==> config.mk <==
export PLATFORM = sky130hd
export DESIGN_NAME = sctp_protect
export DESIGN_NICKNAME = d
export VERILOG_FILES = /design/src/rtl/sctp_pkg.sv /design/src/rtl/sctp_protect.sv
export SDC_FILE = /design/constraint.sdc
export NUM_CORES = 1
export LEC_CHECK = 0
export ABC_AREA = 1
export BUFFER_PORTS_ARGS = -buffer_cell sky130_fd_sc_hd__buf_2
export CAP_MARGIN = 40
export CORE_MARGIN = 2
export CORE_UTILIZATION = 55
export DETAILED_ROUTE_END_ITERATION = 8
export HOLD_SLACK_MARGIN = 0.02
export PLACE_DENSITY_LB_ADDON = 0.3
export SLEW_MARGIN = 20
export SYNTH_ARGS = -nofsm -noshare
export SYNTH_HDL_FRONTEND = slang
export SYNTH_SLANG_ARGS = --single-unit
==> constraint.sdc <==
create_clock -name i_ref_clk -period 13.3 [get_ports i_ref_clk]
set_input_delay 1.33 -clock i_ref_clk [delete_from_list [all_inputs] [get_ports i_ref_clk]]
set_output_delay 1.33 -clock i_ref_clk [all_outputs]
set_load 0.01 [all_outputs]
==> src/rtl/sctp_pkg.sv <==
// sctp_pkg: constants, register indices, reset values and carrier types
// for the short-circuit and cell temperature protection block.
// assumes a 250 MHz reference clock and a 1 mOhm current shunt.
package sctp_pkg;

    // ------------------------------------------------------------
    // timing
    // ------------------------------------------------------------
    localparam int unsigned CLK_PERIOD_NS = 4;
    localparam int unsigned DSC_LSB_NS = 20000;   // discharge filter step, 20 us
    localparam int unsigned CSC_LSB_NS = 200000;  // charge filter step, 200 us
    localparam int unsigned DSC_TICK_CYCLES = DSC_LSB_NS / CLK_PERIOD_NS;
    localparam int unsigned CSC_TICK_CYCLES = CSC_LSB_NS / CLK_PERIOD_NS;

    // ------------------------------------------------------------
    // register indices (byte address is four times the index)
    // ------------------------------------------------------------
    localparam logic [14:0] IDX_DSC_LEVEL = 15'h7fa2;
    localparam logic [14:0] IDX_DSC_TIME = 15'h7fa4;
    localparam logic [14:0] IDX_CSC_LEVEL = 15'h7fa5;
    localparam logic [14:0] IDX_CSC_TIME = 15'h7fa7;
    localparam logic [14:0] IDX_DIS_HOT = 15'h7fa8;
    localparam logic [14:0] IDX_CHG_HOT = 15'h7faa;
    localparam logic [14:0] IDX_DIS_COLD = 15'h7fac;
    localparam logic [14:0] IDX_CHG_COLD = 15'h7fae;
    localparam logic [14:0] IDX_HYST = 15'h7fb0;
    localparam logic [14:0] IDX_STATUS = 15'h7fe0;
    localparam logic [14:0] IDX_DSC_APPLIED = 15'h7fe1;
    localparam logic [14:0] IDX_CSC_APPLIED = 15'h7fe2;

    // ------------------------------------------------------------
    // reset values in register units
    // ------------------------------------------------------------
    localparam logic [15:0] RST_DSC_LEVEL = 16'h2bf2;  // 22500 mA
    localparam logic [6:0] RST_DSC_TIME = 7'h0a;       // 200 us
    localparam logic [15:0] RST_CSC_LEVEL = 16'h124f;  // 9374 mA
    localparam logic [6:0] RST_CSC_TIME = 7'h08;       // 1600 us
    localparam logic [15:0] RST_DIS_HOT = 16'h16a8;    // 58.00 C
    localparam logic [15:0] RST_CHG_HOT = 16'h10cc;    // 43.00 C
    localparam logic [15:0] RST_DIS_COLD = 16'hf8f8;   // -18.00 C
    localparam logic [15:0] RST_CHG_COLD = 16'h00c8;   // 2.00 C
    localparam logic [4:0] RST_HYST = 5'h02;

    // ------------------------------------------------------------
    // set point grids in 2 mA units
    // ------------------------------------------------------------
    localparam logic [17:0] DSC_FINE = 18'h0_0abe;    // 5.5 mV
    localparam logic [17:0] DSC_TOP = 18'h1_57c0;     // 176 mV, above any 16-bit level
    localparam logic [17:0] DSC_COARSE = 18'h0_203a;  // 16.5 mV
    localparam logic [17:0] DSC_MAX = 18'h0_f712;     // largest point in 16 bits
    localparam logic [17:0] CSC_FINE = 18'h0_04e2;    // 2.5 mV
    localparam logic [17:0] CSC_TOP = 18'h0_9c40;     // 80 mV
    localparam logic [17:0] CSC_COARSE = 18'h0_0ea6;  // 7.5 mV
    localparam logic [17:0] CSC_MAX = 18'h0_e57e;     // largest point up to 120 mV

    // hysteresis step in 0.01 C per field count
    localparam logic [17:0] HYST_STEP = 18'h0_0064;

    // status register bit positions
    localparam int unsigned ST_DSC = 0;
    localparam int unsigned ST_CSC = 1;
    localparam int unsigned ST_HOT = 2;
    localparam int unsigned ST_COLD = 3;
    localparam int unsigned ST_CHG = 4;

    // ------------------------------------------------------------
    // carriers
    // ------------------------------------------------------------
    typedef struct packed {
        logic signed [15:0] current;  // 2 mA lsb, positive while charging
        logic signed [15:0] temp;     // 0.01 C lsb
    } sctp_meas_t;

    typedef struct packed {
        logic cold;
        logic hot;
        logic charge_short;
        logic discharge_short;
    } sctp_fault_t;

    typedef struct packed {
        logic [15:0] dsc_level;
        logic [6:0] dsc_time;
        logic [15:0] csc_level;
        logic [6:0] csc_time;
        logic [15:0] dis_hot;
        logic [15:0] chg_hot;
        logic [15:0] dis_cold;
        logic [15:0] chg_cold;
        logic [4:0] hyst;
    } sctp_cfg_t;

endpackage : sctp_pkg

==> src/rtl/sctp_protect.sv <==
// sctp_protect: register bank and trip logic for short-circuit and cell
// temperature protection, with an avalon-mm slave.
// assumes measurements synchronous to i_ref_clk and a 1 mOhm shunt.
//
// Notes on behaviour
// - discharge trip level: 16 bits, 2 mA lsb
// - discharge grid 5.5 mV only; the 16.5 mV step starts above any 16-bit level
// - discharge uses nearest grid point
// - discharge filter time: 7 bits, 20 us
// - discharge fault after filter time over level
// - charge trip level: 16 bits, 2 mA lsb
// - charge grid 2.5 mV, then 7.5 mV
// - charge uses nearest grid point
// - charge filter time: 7 bits, 200 us
// - discharge hot limit, signed, 0.01 C
// - charge hot limit, signed, 0.01 C
// - discharge cold limit, signed, 0.01 C
// - charge cold limit, signed, 0.01 C
// - one 5-bit hysteresis shared by hot/cold
//
// The Avalon-MM slave port is this design's own decision.

// ------------------------------------------------------------
// filter: counts time steps while a level stays exceeded
// ------------------------------------------------------------
module sctp_filter
    import sctp_pkg::*;
#(
    parameter int unsigned TICK_CYCLES = 5000
) (
    input wire logic i_ref_clk,
    input wire logic i_rst_b,
    input wire logic i_over,
    input wire logic [6:0] i_time,
    output logic o_trip
);
    localparam logic [15:0] TICK_LAST = 16'(TICK_CYCLES - 1);
    logic [15:0] div;
    logic [15:0] next_div;
    logic [6:0] ticks;
    logic [6:0] next_ticks;

    // step counter restarts whenever the level drops back
    always_comb begin
        next_div = div;
        next_ticks = ticks;
        if (!i_over) begin
            next_div = 16'h0000;
            next_ticks = 7'h00;
        end else if (div == TICK_LAST) begin
            next_div = 16'h0000;
            if (ticks != 7'h7f) begin
                next_ticks = ticks + 7'h01;
            end
        end else begin
            next_div = div + 16'h0001;
        end
    end

    always_ff @(posedge i_ref_clk) begin
        if (!i_rst_b) begin
            div <= 16'h0000;
            ticks <= 7'h00;
        end else begin
            div <= next_div;
            ticks <= next_ticks;
        end
    end

    // trip once the level held for the whole programmed time
    assign o_trip = i_over && (ticks >= i_time);
endmodule : sctp_filter

// ------------------------------------------------------------
// top: register bank, bus slave, set points and fault flags
// ------------------------------------------------------------
module sctp_protect
    import sctp_pkg::*;
#(
    parameter int unsigned DSC_TICK = DSC_TICK_CYCLES,
    parameter int unsigned CSC_TICK = CSC_TICK_CYCLES
) (
    input wire logic i_ref_clk,
    input wire logic i_rst_b,
    input wire logic [16:0] i_avm_address,
    input wire logic i_avm_read,
    input wire logic i_avm_write,
    input wire logic [31:0] i_avm_writedata,
    input wire logic [3:0] i_avm_byteenable,
    output logic [31:0] o_avm_readdata,
    output logic o_avm_waitrequest,
    input wire sctp_meas_t i_meas,
    output sctp_fault_t o_fault
);
    sctp_cfg_t cfg;
    sctp_cfg_t next_cfg;
    logic [31:0] next_rdata;
    logic next_wait;
    logic [31:0] rd_mux;
    logic [14:0] idx;
    logic take_wr;
    logic clr_dsc;
    logic clr_csc;
    logic [15:0] dsc_applied;
    logic [15:0] csc_applied;
    logic charging;
    logic over_dsc;
    logic over_csc;
    logic trip_dsc;
    logic trip_csc;
    logic [16:0] dis_mag;
    logic signed [17:0] t18;
    logic signed [17:0] hot18;
    logic signed [17:0] cold18;
    logic signed [17:0] hyst18;
    sctp_fault_t next_fault;

    // snap a level to the nearest point of a two-slope grid
    function automatic logic [15:0] sctp_snap(input logic [15:0] v, input logic [17:0] fine,
                                              input logic [17:0] top, input logic [17:0] coarse,
                                              input logic [17:0] maxc);
        logic [17:0] w;
        logic [17:0] q;
        w = {2'b00, v};
        if (w < top) begin
            q = 18'(((w + (fine >> 1)) / fine) * fine);
        end else begin
            q = 18'(top + ((w - top + (coarse >> 1)) / coarse) * coarse);
        end
        if (q > maxc) begin
            q = maxc;
        end
        return q[15:0];
    endfunction : sctp_snap

    // merge the two low byte lanes of a write
    function automatic logic [15:0] sctp_merge(input logic [15:0] old, input logic [31:0] wd,
                                               input logic [3:0] be);
        logic [15:0] r;
        r = old;
        if (be[0]) begin
            r[7:0] = wd[7:0];
        end
        if (be[1]) begin
            r[15:8] = wd[15:8];
        end
        return r;
    endfunction : sctp_merge

    // ------------------------------------------------------------
    // applied set points
    // ------------------------------------------------------------
    assign dsc_applied = sctp_snap(cfg.dsc_level, DSC_FINE, DSC_TOP, DSC_COARSE, DSC_MAX);
    assign csc_applied = sctp_snap(cfg.csc_level, CSC_FINE, CSC_TOP, CSC_COARSE, CSC_MAX);

    // ------------------------------------------------------------
    // bus slave
    // ------------------------------------------------------------
    assign idx = i_avm_address[16:2];
    assign take_wr = i_avm_write && !o_avm_waitrequest;
    assign clr_dsc = take_wr && (idx == IDX_STATUS) && i_avm_byteenable[0] && i_avm_writedata[ST_DSC];
    assign clr_csc = take_wr && (idx == IDX_STATUS) && i_avm_byteenable[0] && i_avm_writedata[ST_CSC];

    // read multiplexer, unmapped words read as zero
    always_comb begin
        rd_mux = 32'h0000_0000;
        case (idx)
            IDX_DSC_LEVEL: rd_mux[15:0] = cfg.dsc_level;
            IDX_DSC_TIME: rd_mux[6:0] = cfg.dsc_time;
            IDX_CSC_LEVEL: rd_mux[15:0] = cfg.csc_level;
            IDX_CSC_TIME: rd_mux[6:0] = cfg.csc_time;
            IDX_DIS_HOT: rd_mux[15:0] = cfg.dis_hot;
            IDX_CHG_HOT: rd_mux[15:0] = cfg.chg_hot;
            IDX_DIS_COLD: rd_mux[15:0] = cfg.dis_cold;
            IDX_CHG_COLD: rd_mux[15:0] = cfg.chg_cold;
            IDX_HYST: rd_mux[4:0] = cfg.hyst;
            IDX_STATUS: begin
                rd_mux[ST_DSC] = o_fault.discharge_short;
                rd_mux[ST_CSC] = o_fault.charge_short;
                rd_mux[ST_HOT] = o_fault.hot;
                rd_mux[ST_COLD] = o_fault.cold;
                rd_mux[ST_CHG] = charging;
            end
            IDX_DSC_APPLIED: rd_mux[15:0] = dsc_applied;
            IDX_CSC_APPLIED: rd_mux[15:0] = csc_applied;
            default: rd_mux = 32'h0000_0000;
        endcase
    end

    // one wait cycle, then the request completes and writes take effect
    always_comb begin
        next_cfg = cfg;
        next_wait = 1'b1;
        next_rdata = o_avm_readdata;
        if ((i_avm_read || i_avm_write) && o_avm_waitrequest) begin
            next_wait = 1'b0;
            next_rdata = i_avm_read ? rd_mux : 32'h0000_0000;
        end
        if (take_wr) begin
            case (idx)
                IDX_DSC_LEVEL: next_cfg.dsc_level = sctp_merge(cfg.dsc_level, i_avm_writedata,
                                                               i_avm_byteenable);
                IDX_DSC_TIME: begin
                    if (i_avm_byteenable[0]) begin
                        next_cfg.dsc_time = i_avm_writedata[6:0];
                    end
                end
                IDX_CSC_LEVEL: next_cfg.csc_level = sctp_merge(cfg.csc_level, i_avm_writedata,
                                                               i_avm_byteenable);
                IDX_CSC_TIME: begin
                    if (i_avm_byteenable[0]) begin
                        next_cfg.csc_time = i_avm_writedata[6:0];
                    end
                end
                IDX_DIS_HOT: next_cfg.dis_hot = sctp_merge(cfg.dis_hot, i_avm_writedata,
                                                           i_avm_byteenable);
                IDX_CHG_HOT: next_cfg.chg_hot = sctp_merge(cfg.chg_hot, i_avm_writedata,
                                                           i_avm_byteenable);
                IDX_DIS_COLD: next_cfg.dis_cold = sctp_merge(cfg.dis_cold, i_avm_writedata,
                                                             i_avm_byteenable);
                IDX_CHG_COLD: next_cfg.chg_cold = sctp_merge(cfg.chg_cold, i_avm_writedata,
                                                             i_avm_byteenable);
                IDX_HYST: begin
                    if (i_avm_byteenable[0]) begin
                        next_cfg.hyst = i_avm_writedata[4:0];
                    end
                end
                default: next_cfg = cfg;
            endcase
        end
    end

    always_ff @(posedge i_ref_clk) begin
        if (!i_rst_b) begin
            cfg <= '{RST_DSC_LEVEL, RST_DSC_TIME, RST_CSC_LEVEL, RST_CSC_TIME, RST_DIS_HOT,
                     RST_CHG_HOT, RST_DIS_COLD, RST_CHG_COLD, RST_HYST};
            o_avm_waitrequest <= 1'b1;
            o_avm_readdata <= 32'h0000_0000;
        end else begin
            cfg <= next_cfg;
            o_avm_waitrequest <= next_wait;
            o_avm_readdata <= next_rdata;
        end
    end

    // ------------------------------------------------------------
    // short-circuit detection
    // ------------------------------------------------------------
    assign charging = (i_meas.current > 16'sh0000);
    assign dis_mag = 17'(-$signed({i_meas.current[15], i_meas.current}));
    assign over_dsc = i_meas.current[15] && (dis_mag > {1'b0, dsc_applied});
    assign over_csc = charging && ({1'b0, i_meas.current} > {1'b0, csc_applied});

    sctp_filter #(
        .TICK_CYCLES(DSC_TICK)
    ) u_dsc_filter (
        .i_ref_clk(i_ref_clk),
        .i_rst_b(i_rst_b),
        .i_over(over_dsc),
        .i_time(cfg.dsc_time),
        .o_trip(trip_dsc)
    );

    sctp_filter #(
        .TICK_CYCLES(CSC_TICK)
    ) u_csc_filter (
        .i_ref_clk(i_ref_clk),
        .i_rst_b(i_rst_b),
        .i_over(over_csc),
        .i_time(cfg.csc_time),
        .o_trip(trip_csc)
    );

    // ------------------------------------------------------------
    // temperature limits and fault flags
    // ------------------------------------------------------------
    assign t18 = {{2{i_meas.temp[15]}}, i_meas.temp};
    assign hot18 = charging ? {{2{cfg.chg_hot[15]}}, cfg.chg_hot} : {{2{cfg.dis_hot[15]}}, cfg.dis_hot};
    assign cold18 = charging ? {{2{cfg.chg_cold[15]}}, cfg.chg_cold}
                             : {{2{cfg.dis_cold[15]}}, cfg.dis_cold};
    assign hyst18 = $signed(18'({13'h0000, cfg.hyst} * HYST_STEP));

    // short faults are sticky until a write of one; a new trip beats the clear
    always_comb begin
        next_fault.discharge_short = trip_dsc || (o_fault.discharge_short && !clr_dsc);
        next_fault.charge_short = trip_csc || (o_fault.charge_short && !clr_csc);
        if (o_fault.hot) begin
            next_fault.hot = (t18 > (hot18 - hyst18));
        end else begin
            next_fault.hot = (t18 > hot18);
        end
        if (o_fault.cold) begin
            next_fault.cold = (t18 < (cold18 + hyst18));
        end else begin
            next_fault.cold = (t18 < cold18);
        end
    end

    always_ff @(posedge i_ref_clk) begin
        if (!i_rst_b) begin
            o_fault <= '0;
        end else begin
            o_fault <= next_fault;
        end
    end
endmodule : sctp_protect

* Word level (Yosys, flattened, before mapping)
Cells that the tools add are included.
** Storage, ports and cells
- Output and inout bits :: 37
- Logic and storage cells :: 126
- Register bits :: 198
** Operators by class
- $mul :: 4
- Eq/ne operators :: 16
- Div/mod/pow operators :: 3
- Bitwise logic cells :: 3
- Add/subtract/negate cells :: 12
- Reduce and logical (&&, ||, !) cells :: 39
- $lt $le $gt $ge :: 12
- Multiplexer cells :: 12
** Operators by type and width (number)
- $eq A15 B15 Y1 const B :: 12
- $pmux W9 S8 :: 1
- $pmux W5 S12 :: 1
- $mux W18 :: 3
- $mux W16 :: 3
- $reduce_and A3 Y1 :: 15
- $div A18 B12 Y18 const B :: 2
- $gt A16 B18 Y1 :: 2
- $gt A18 B16 Y1 const B :: 2
- $lt A16 B18 Y1 :: 2
- $mul A18 B11 Y17 const B :: 2
- $add A16 B1 Y16 const B :: 2
- $pmux W2 S10 :: 1
- $add A16 B18 Y18 const A :: 1
- $add A17 B12 Y18 const B :: 1
- $add A18 B13 Y18 :: 1
- $div A18 B11 Y18 const B :: 1
- $mul A18 B10 Y17 const B :: 1
- $sub A18 B13 Y18 :: 1
- $add A16 B10 Y17 const B :: 1
- $add A16 B11 Y17 const B :: 1
- $gt A17 B16 Y1 :: 1
- $neg A16 Y17 :: 1
- $sub A16 B16 Y17 const B :: 1
- other kinds (16) :: 42

* Depth between registers and ports, before layout
- Depth after elaboration :: 12
- Gate-level depth with buffers :: 103

* Modules after synthesis
Synthesis repeated with hierarchy kept, for this count alone.
** Second synthesis, totals
- Cell total of the unflattened synthesis :: 3786
- Area, all modules :: 24524.8 um^2
** Modules (own cells, without submodules)
- sctp_protect :: area an instance 21647.0 um^2, instances 1, seq. area each 2722.6 um^2, cells each 3355
- sctp_filter (u_csc_filter) :: area an instance 1443.9 um^2, instances 1, seq. area each 460.4 um^2, cells each 216
- sctp_filter (u_dsc_filter) :: area an instance 1433.9 um^2, instances 1, seq. area each 460.4 um^2, cells each 215

* Least setup slack after synthesis
Ideal clock, no wire load.
- Path type :: reg2reg
- Start point :: reg cfg[99] (netlist bit)
- End point :: reg u_dsc_filter.div[14]
- Data arrival time :: 11.565 ns
- Stages on the path, launching flop included :: 96
- Path slack :: 1.603 ns
- Cells stage by stage :: dfxtp_1 inv_1 ha_1 nand2_1 nor2_1 nand2_1 nand2_1 nand2_1 nand2_2 xor2_1 nor4_2 nand2_1 nand2_2 nand2_4 nand2_2 nand3_2 nand2_4 buf_6 (+60 left out) nand2_2 buf_6 nand2_1 inv_1 ha_1 inv_1 nor3_1 o311ai_0 a21oi_1 a211oi_1 nor2_1 o21ai_0 o2111ai_1 nand2_1 inv_1 nand2_1 clkbuf_1 a21oi_1
** Between the ends
- Cells in the longest elaborated chain, start to end :: 9
** Ends and longest elaborated chain
- start, declared :: RTL line sctp_protect.sv:95 : sctp_cfg_t cfg;
- start signal, assigned :: RTL line sctp_protect.sv:235 : cfg <= '{RST_DSC_LEVEL, RST_DSC_TIME, RST_CSC_LEVEL, RST_CSC_TIME, RST_DIS_HOT,
- start signal, assigned :: RTL line sctp_protect.sv:240 : cfg <= next_cfg;
- $add A16 B11 Y17 (*) :: RTL line sctp_protect.sv:126 : q = 18'(((w + (fine >> 1)) / fine) * fine);
- $div A18 B12 Y18 (*) :: RTL line sctp_protect.sv:126
- $mul A18 B11 Y17 (*) :: RTL line sctp_protect.sv:126
- $gt A18 B16 Y1 :: RTL line sctp_protect.sv:130 : if (q > maxc) begin
- $mux W16 (*) :: RTL line sctp_protect.sv:130
- $gt A17 B16 Y1 (*) :: RTL line sctp_protect.sv:251 : assign over_dsc = i_meas.current[15] && (dis_mag > {1'b0, dsc_applied});
- $logic_and A1 B1 Y1 (*) :: RTL line sctp_protect.sv:251
- $not A1 Y1 (no line) (*)
- $reduce_or A3 Y1 (no line) (*)
- end signal, assigned :: RTL line sctp_protect.sv:65 : div <= next_div;
- end, declared :: RTL line sctp_protect.sv:38 : logic [15:0] div;
Every way passes the cells marked *; elsewhere a longest branch is shown, timed or not.
A chain may end at the register's enable or synchronous reset.

* Worst setup path after layout
- Start point :: reg cfg[100] (netlist bit)
- End point :: reg u_dsc_filter.div[10]
The elaborated chain is that of the path after synthesis.

==> summary.txt <==
Layout
  • FILL cells: 4160
  • Most frequent cells in the layout: nand2_1 (765), inv_1 (570), ha_1 (314)
  • Layout overhead on the synthesized area: 8.483%
  • Commonest non-fill, non-tap cell in the layout: nand2_1
  • FF+latch area: 0.003651 mm²
  • Nets: 4181
  • Area of the multi-input gates: 0.01804 mm²
  • Layout cells sized above 1: 0.1439
  • # diodes: 0
  • Post-layout util: 0.6069

Run status
  • Status: completed

Power
  • Maximum vdd ir drop: 0.09115 mV
  • Leakage power: 13.40 nW
  • Clk pwr share: 0.408
  • Cell area power density: 44.73 mW/mm²
  • Psw: 0.0003305 W
  • Sw Ratio: 0.2814
  • Comb pwr share: 0.124
  • Pint: 0.0008439 W
  • Sequential share of power: 0.468

CTS
  • TritonCTS clock tree: yes
  • # clock sinks: 182
  • Clock Pin Slew Worst Setup and Hold Paths: 70 ps
  • Post-CTS Hold Buffers: 0
  • Bufs on Longest Clock Path: 2
  • Total CTS buffers: 17
  • Worst-skew pair later-pin latency: 450 ps
  • Root Buffer Master: clkbuf_16
  • CTS H-tree lvls: 4

Worst setup path
  • CP most frequent cell: nand2_1
  • Worst setup endpoint: u_dsc_filter.div[10]$_SDFF_PP0_
  • FF-to-FF Start: cfg[100]$_SDFFE_PN1P_
  • Slowest CP cell: fa_1
  • Critical path required time: 13630 ps
  • Reg2reg path depth: 91
  • Crit path launch type: flip-flop
  • RR Endpoint: u_dsc_filter.div[10]$_SDFF_PP0_
  • Critical path class: flip-flop to flip-flop
  • Worst-path fanout max: 10
  • Max incr delay on CP: 500 ps
  • Beginning of the critical path: cfg[100]$_SDFFE_PN1P_
  • Crit end category: flip-flop
  • Worst endpoint data arrival time: 12730 ps
  • Reg-to-reg slack, setup: 900 ps

Routing
  • DRC Markers: 0
  • 1st-pass router iterations: 6
  • Starting DRT DRC Count: 1674
  • DR vias/cell: 5.417
  • Vias: 23430
  • Drt wl/cell: 15.17 µm
  • Final wirelength: 65630 µm
  • Post-route ant nets: 0

Timing
  • Fin worst setup slack: 895.1 ps
  • Slew HR: 0.4332
  • Fin. Hold Viols: 0
  • Highest clock rate: 80.61 MHz
  • Worst Max-Slew Pin Slew: 847.1 ps
  • Final min period: 12400 ps
  • Final setup violation count: 0
  • Worst Clk Skew: 12.12 ps
  • RSZ-0062 raised after global routing: yes
  • Worst hold margin: 461.3 ps
  • Max Slew Vio Count: 0
  • Period utilization: 0.9327

Synth
  • Fraction of registers with async set/reset: 0
  • Post-synth top area share: 0.1644
  • Main synth FF type: dfxtp_1
  • Post-synthesis sequential area ratio: 0.1505
  • Synth area leader: ha_1
  • #FFs+latches synth: 182
  • Yosys cell types: 81
  • Top post-synthesis cells by area: ha_1 (16%), dfxtp_1 (15%), nand2_1 (12%)
  • Post-synthesis cell count: 3617
  • Syn Area/Cell: 6.692 µm²
  • Post-synthesis cell area: 0.02420 mm²
  • Yosys warning total: 0
  • Post-synth EDFFs: 0

Placement
  • Pre-CTS setup slack: 127.3 ps
  • PortBufs: 89
  • Hpwl dp: 53680 µm
  • Gpl congestion: 1.010

Global routing
  • Remaining Overflow, GRT: 0
  • Tot GR Track Use: 0.2832
  • First-pass GRT wire length: 103500 µm
  • Number of global-route vias before repair: 21090
  • Pin count of the biggest net entering global routing: 81
  • Antenna violations before repair: 0

Floorplanning
  • Die Y: 213.8 µm
  • Die area: 0.04570 mm²
  • Rows: 76
  • Initial Util: 0.5594
  • I/O pins: 126
  • DIE WIDTH: 213.8 µm
  • Core ar.: 0.04327 mm²

Run
  • Max-cap violations: 0

Min path
  • Worst hold path class: flip-flop to flip-flop
-- final cells by class --
type | instances | area share
multi-input combinational | 2749 | 0.6869
sequential | 182 | 0.1391
inverter | 628 | 0.09092
timing repair buffer | 150 | 0.03479
tap | 585 | 0.02788
clock buffer | 20 | 0.01701
clock inverter | 11 | 0.003431
-- cell usage after synthesis, drive strengths merged, types with 9 or more instances --
| cell | instances |
|---|---|
| a211oi | 43 |
| a21oi | 210 |
| a221oi | 11 |
| a31oi | 9 |
| buf | 42 |
| clkbuf | 36 |
| dfxtp | 182 |
| fa | 46 |
| ha | 318 |
| inv | 621 |
| nand2 | 889 |
| nand3 | 242 |
| nand3b | 12 |
| nand4 | 46 |
| nor2 | 324 |
| nor3 | 30 |
| nor3b | 13 |
| nor4 | 15 |
| o2111ai | 9 |
| o211ai | 53 |
| o21ai | 201 |
| o21bai | 18 |
| o22ai | 15 |
| or2 | 22 |
| xnor2 | 35 |
| xor2 | 120 |
-- metal layers --
metal | global-route usage | vias to the layer above | share of wire
met5 | 0 | - | 0
met4 | 0.1125 | 0 | 0.042
met3 | 0.04979 | 147 | 0.074
met2 | 0.4701 | 725 | 0.45
met1 | 0.3646 | 10530 | 0.44
li1 | - | 12030 | -
-- state kept, by name, summed over array words and instances, names as in the netlist --
signal,flops
o_avm_readdata,16
cfg,115
u_csc_filter.ticks,7
u_dsc_filter.ticks,7
o_avm_waitrequest,1
o_fault,4
u_csc_filter.div,16
u_dsc_filter.div,16
-- timing repair --
item                                    CTS  global route
buffers inserted                          0            19
endpoints found under the setup margin    0            48
resized for setup                         0            82
hold endpoints to repair                  0             0
-- how the worst min path moves through the flow --
stage / from / to / depth (start not counted)
detailed placement: o_avm_readdata[11]$_SDFFE_PN0P_ / o_avm_readdata[11]$_SDFFE_PN0P_ / 2
finish: o_avm_readdata[11]$_SDFFE_PN0P_ / o_avm_readdata[11]$_SDFFE_PN0P_ / 2
CTS: o_avm_readdata[11]$_SDFFE_PN0P_ / o_avm_readdata[11]$_SDFFE_PN0P_ / 2
global route: o_avm_readdata[13]$_SDFFE_PN0P_ / o_avm_readdata[13]$_SDFFE_PN0P_ / 2
floorplan: u_dsc_filter.div[0]$_SDFF_PP0_ / u_dsc_filter.div[0]$_SDFF_PP0_ / 1
global placement: u_dsc_filter.div[0]$_SDFF_PP0_ / u_dsc_filter.div[0]$_SDFF_PP0_ / 1
-- per-stage QoR --
stage | area (µm²) | instances | power [W] | TNS [ps]
after global routing | 26260 | 4325 | 0.001216 | -2830
after CTS | 25710 | 4299 | 0.001172 | 0
after detailed placement | 25180 | 4268 | 0.0007025 | 0
after floorplan | 24260 | 3632 | 0.0006538 | 0
after global placement | 25140 | 4261 | 0.0007009 | 0
final | 26260 | 4325 | 0.001174 | 0
-- power groups by stage --
stage | clock, W | sequential [W] | combinational [W]
floorplan | 0 | 0.000561 | 0.0000931
global placement | 0 | 0.000562 | 0.000139
detailed placement | 0 | 0.000562 | 0.000141
CTS | 0.000481 | 0.000549 | 0.000142
global route | 0.000503 | 0.000549 | 0.000164
finish | 0.000479 | 0.000549 | 0.000146
-- worst max-delay path: cells and delay by family, from the launching register on --
kind | cells | cell delay, ps
simple gates | 48 | 5050
xor+xnor | 2 | 370
fa+ha+maj | 8 | 2690
buf+inv | 17 | 1410
compound gates | 16 | 2370
flops | 1 | 330
-- logic make-up (layout without fill, tap and decap cells) --
family | after synthesis | after routing | share of synthesized area
AO/OA/AOI/OAI | 606 | 606 | 0.1521
XOR/XNOR | 155 | 155 | 0.05842
adder cells (fa/ha/maj) | 364 | 364 | 0.2024
buffers and inverters | 706 | 809 | 0.1213
flip-flops | 182 | 182 | 0.1505
other | 1 | 16 | 0.0001549
AND/OR/NAND/NOR | 1603 | 1608 | 0.3150
Note: power is estimated with default switching activity, not from simulation.
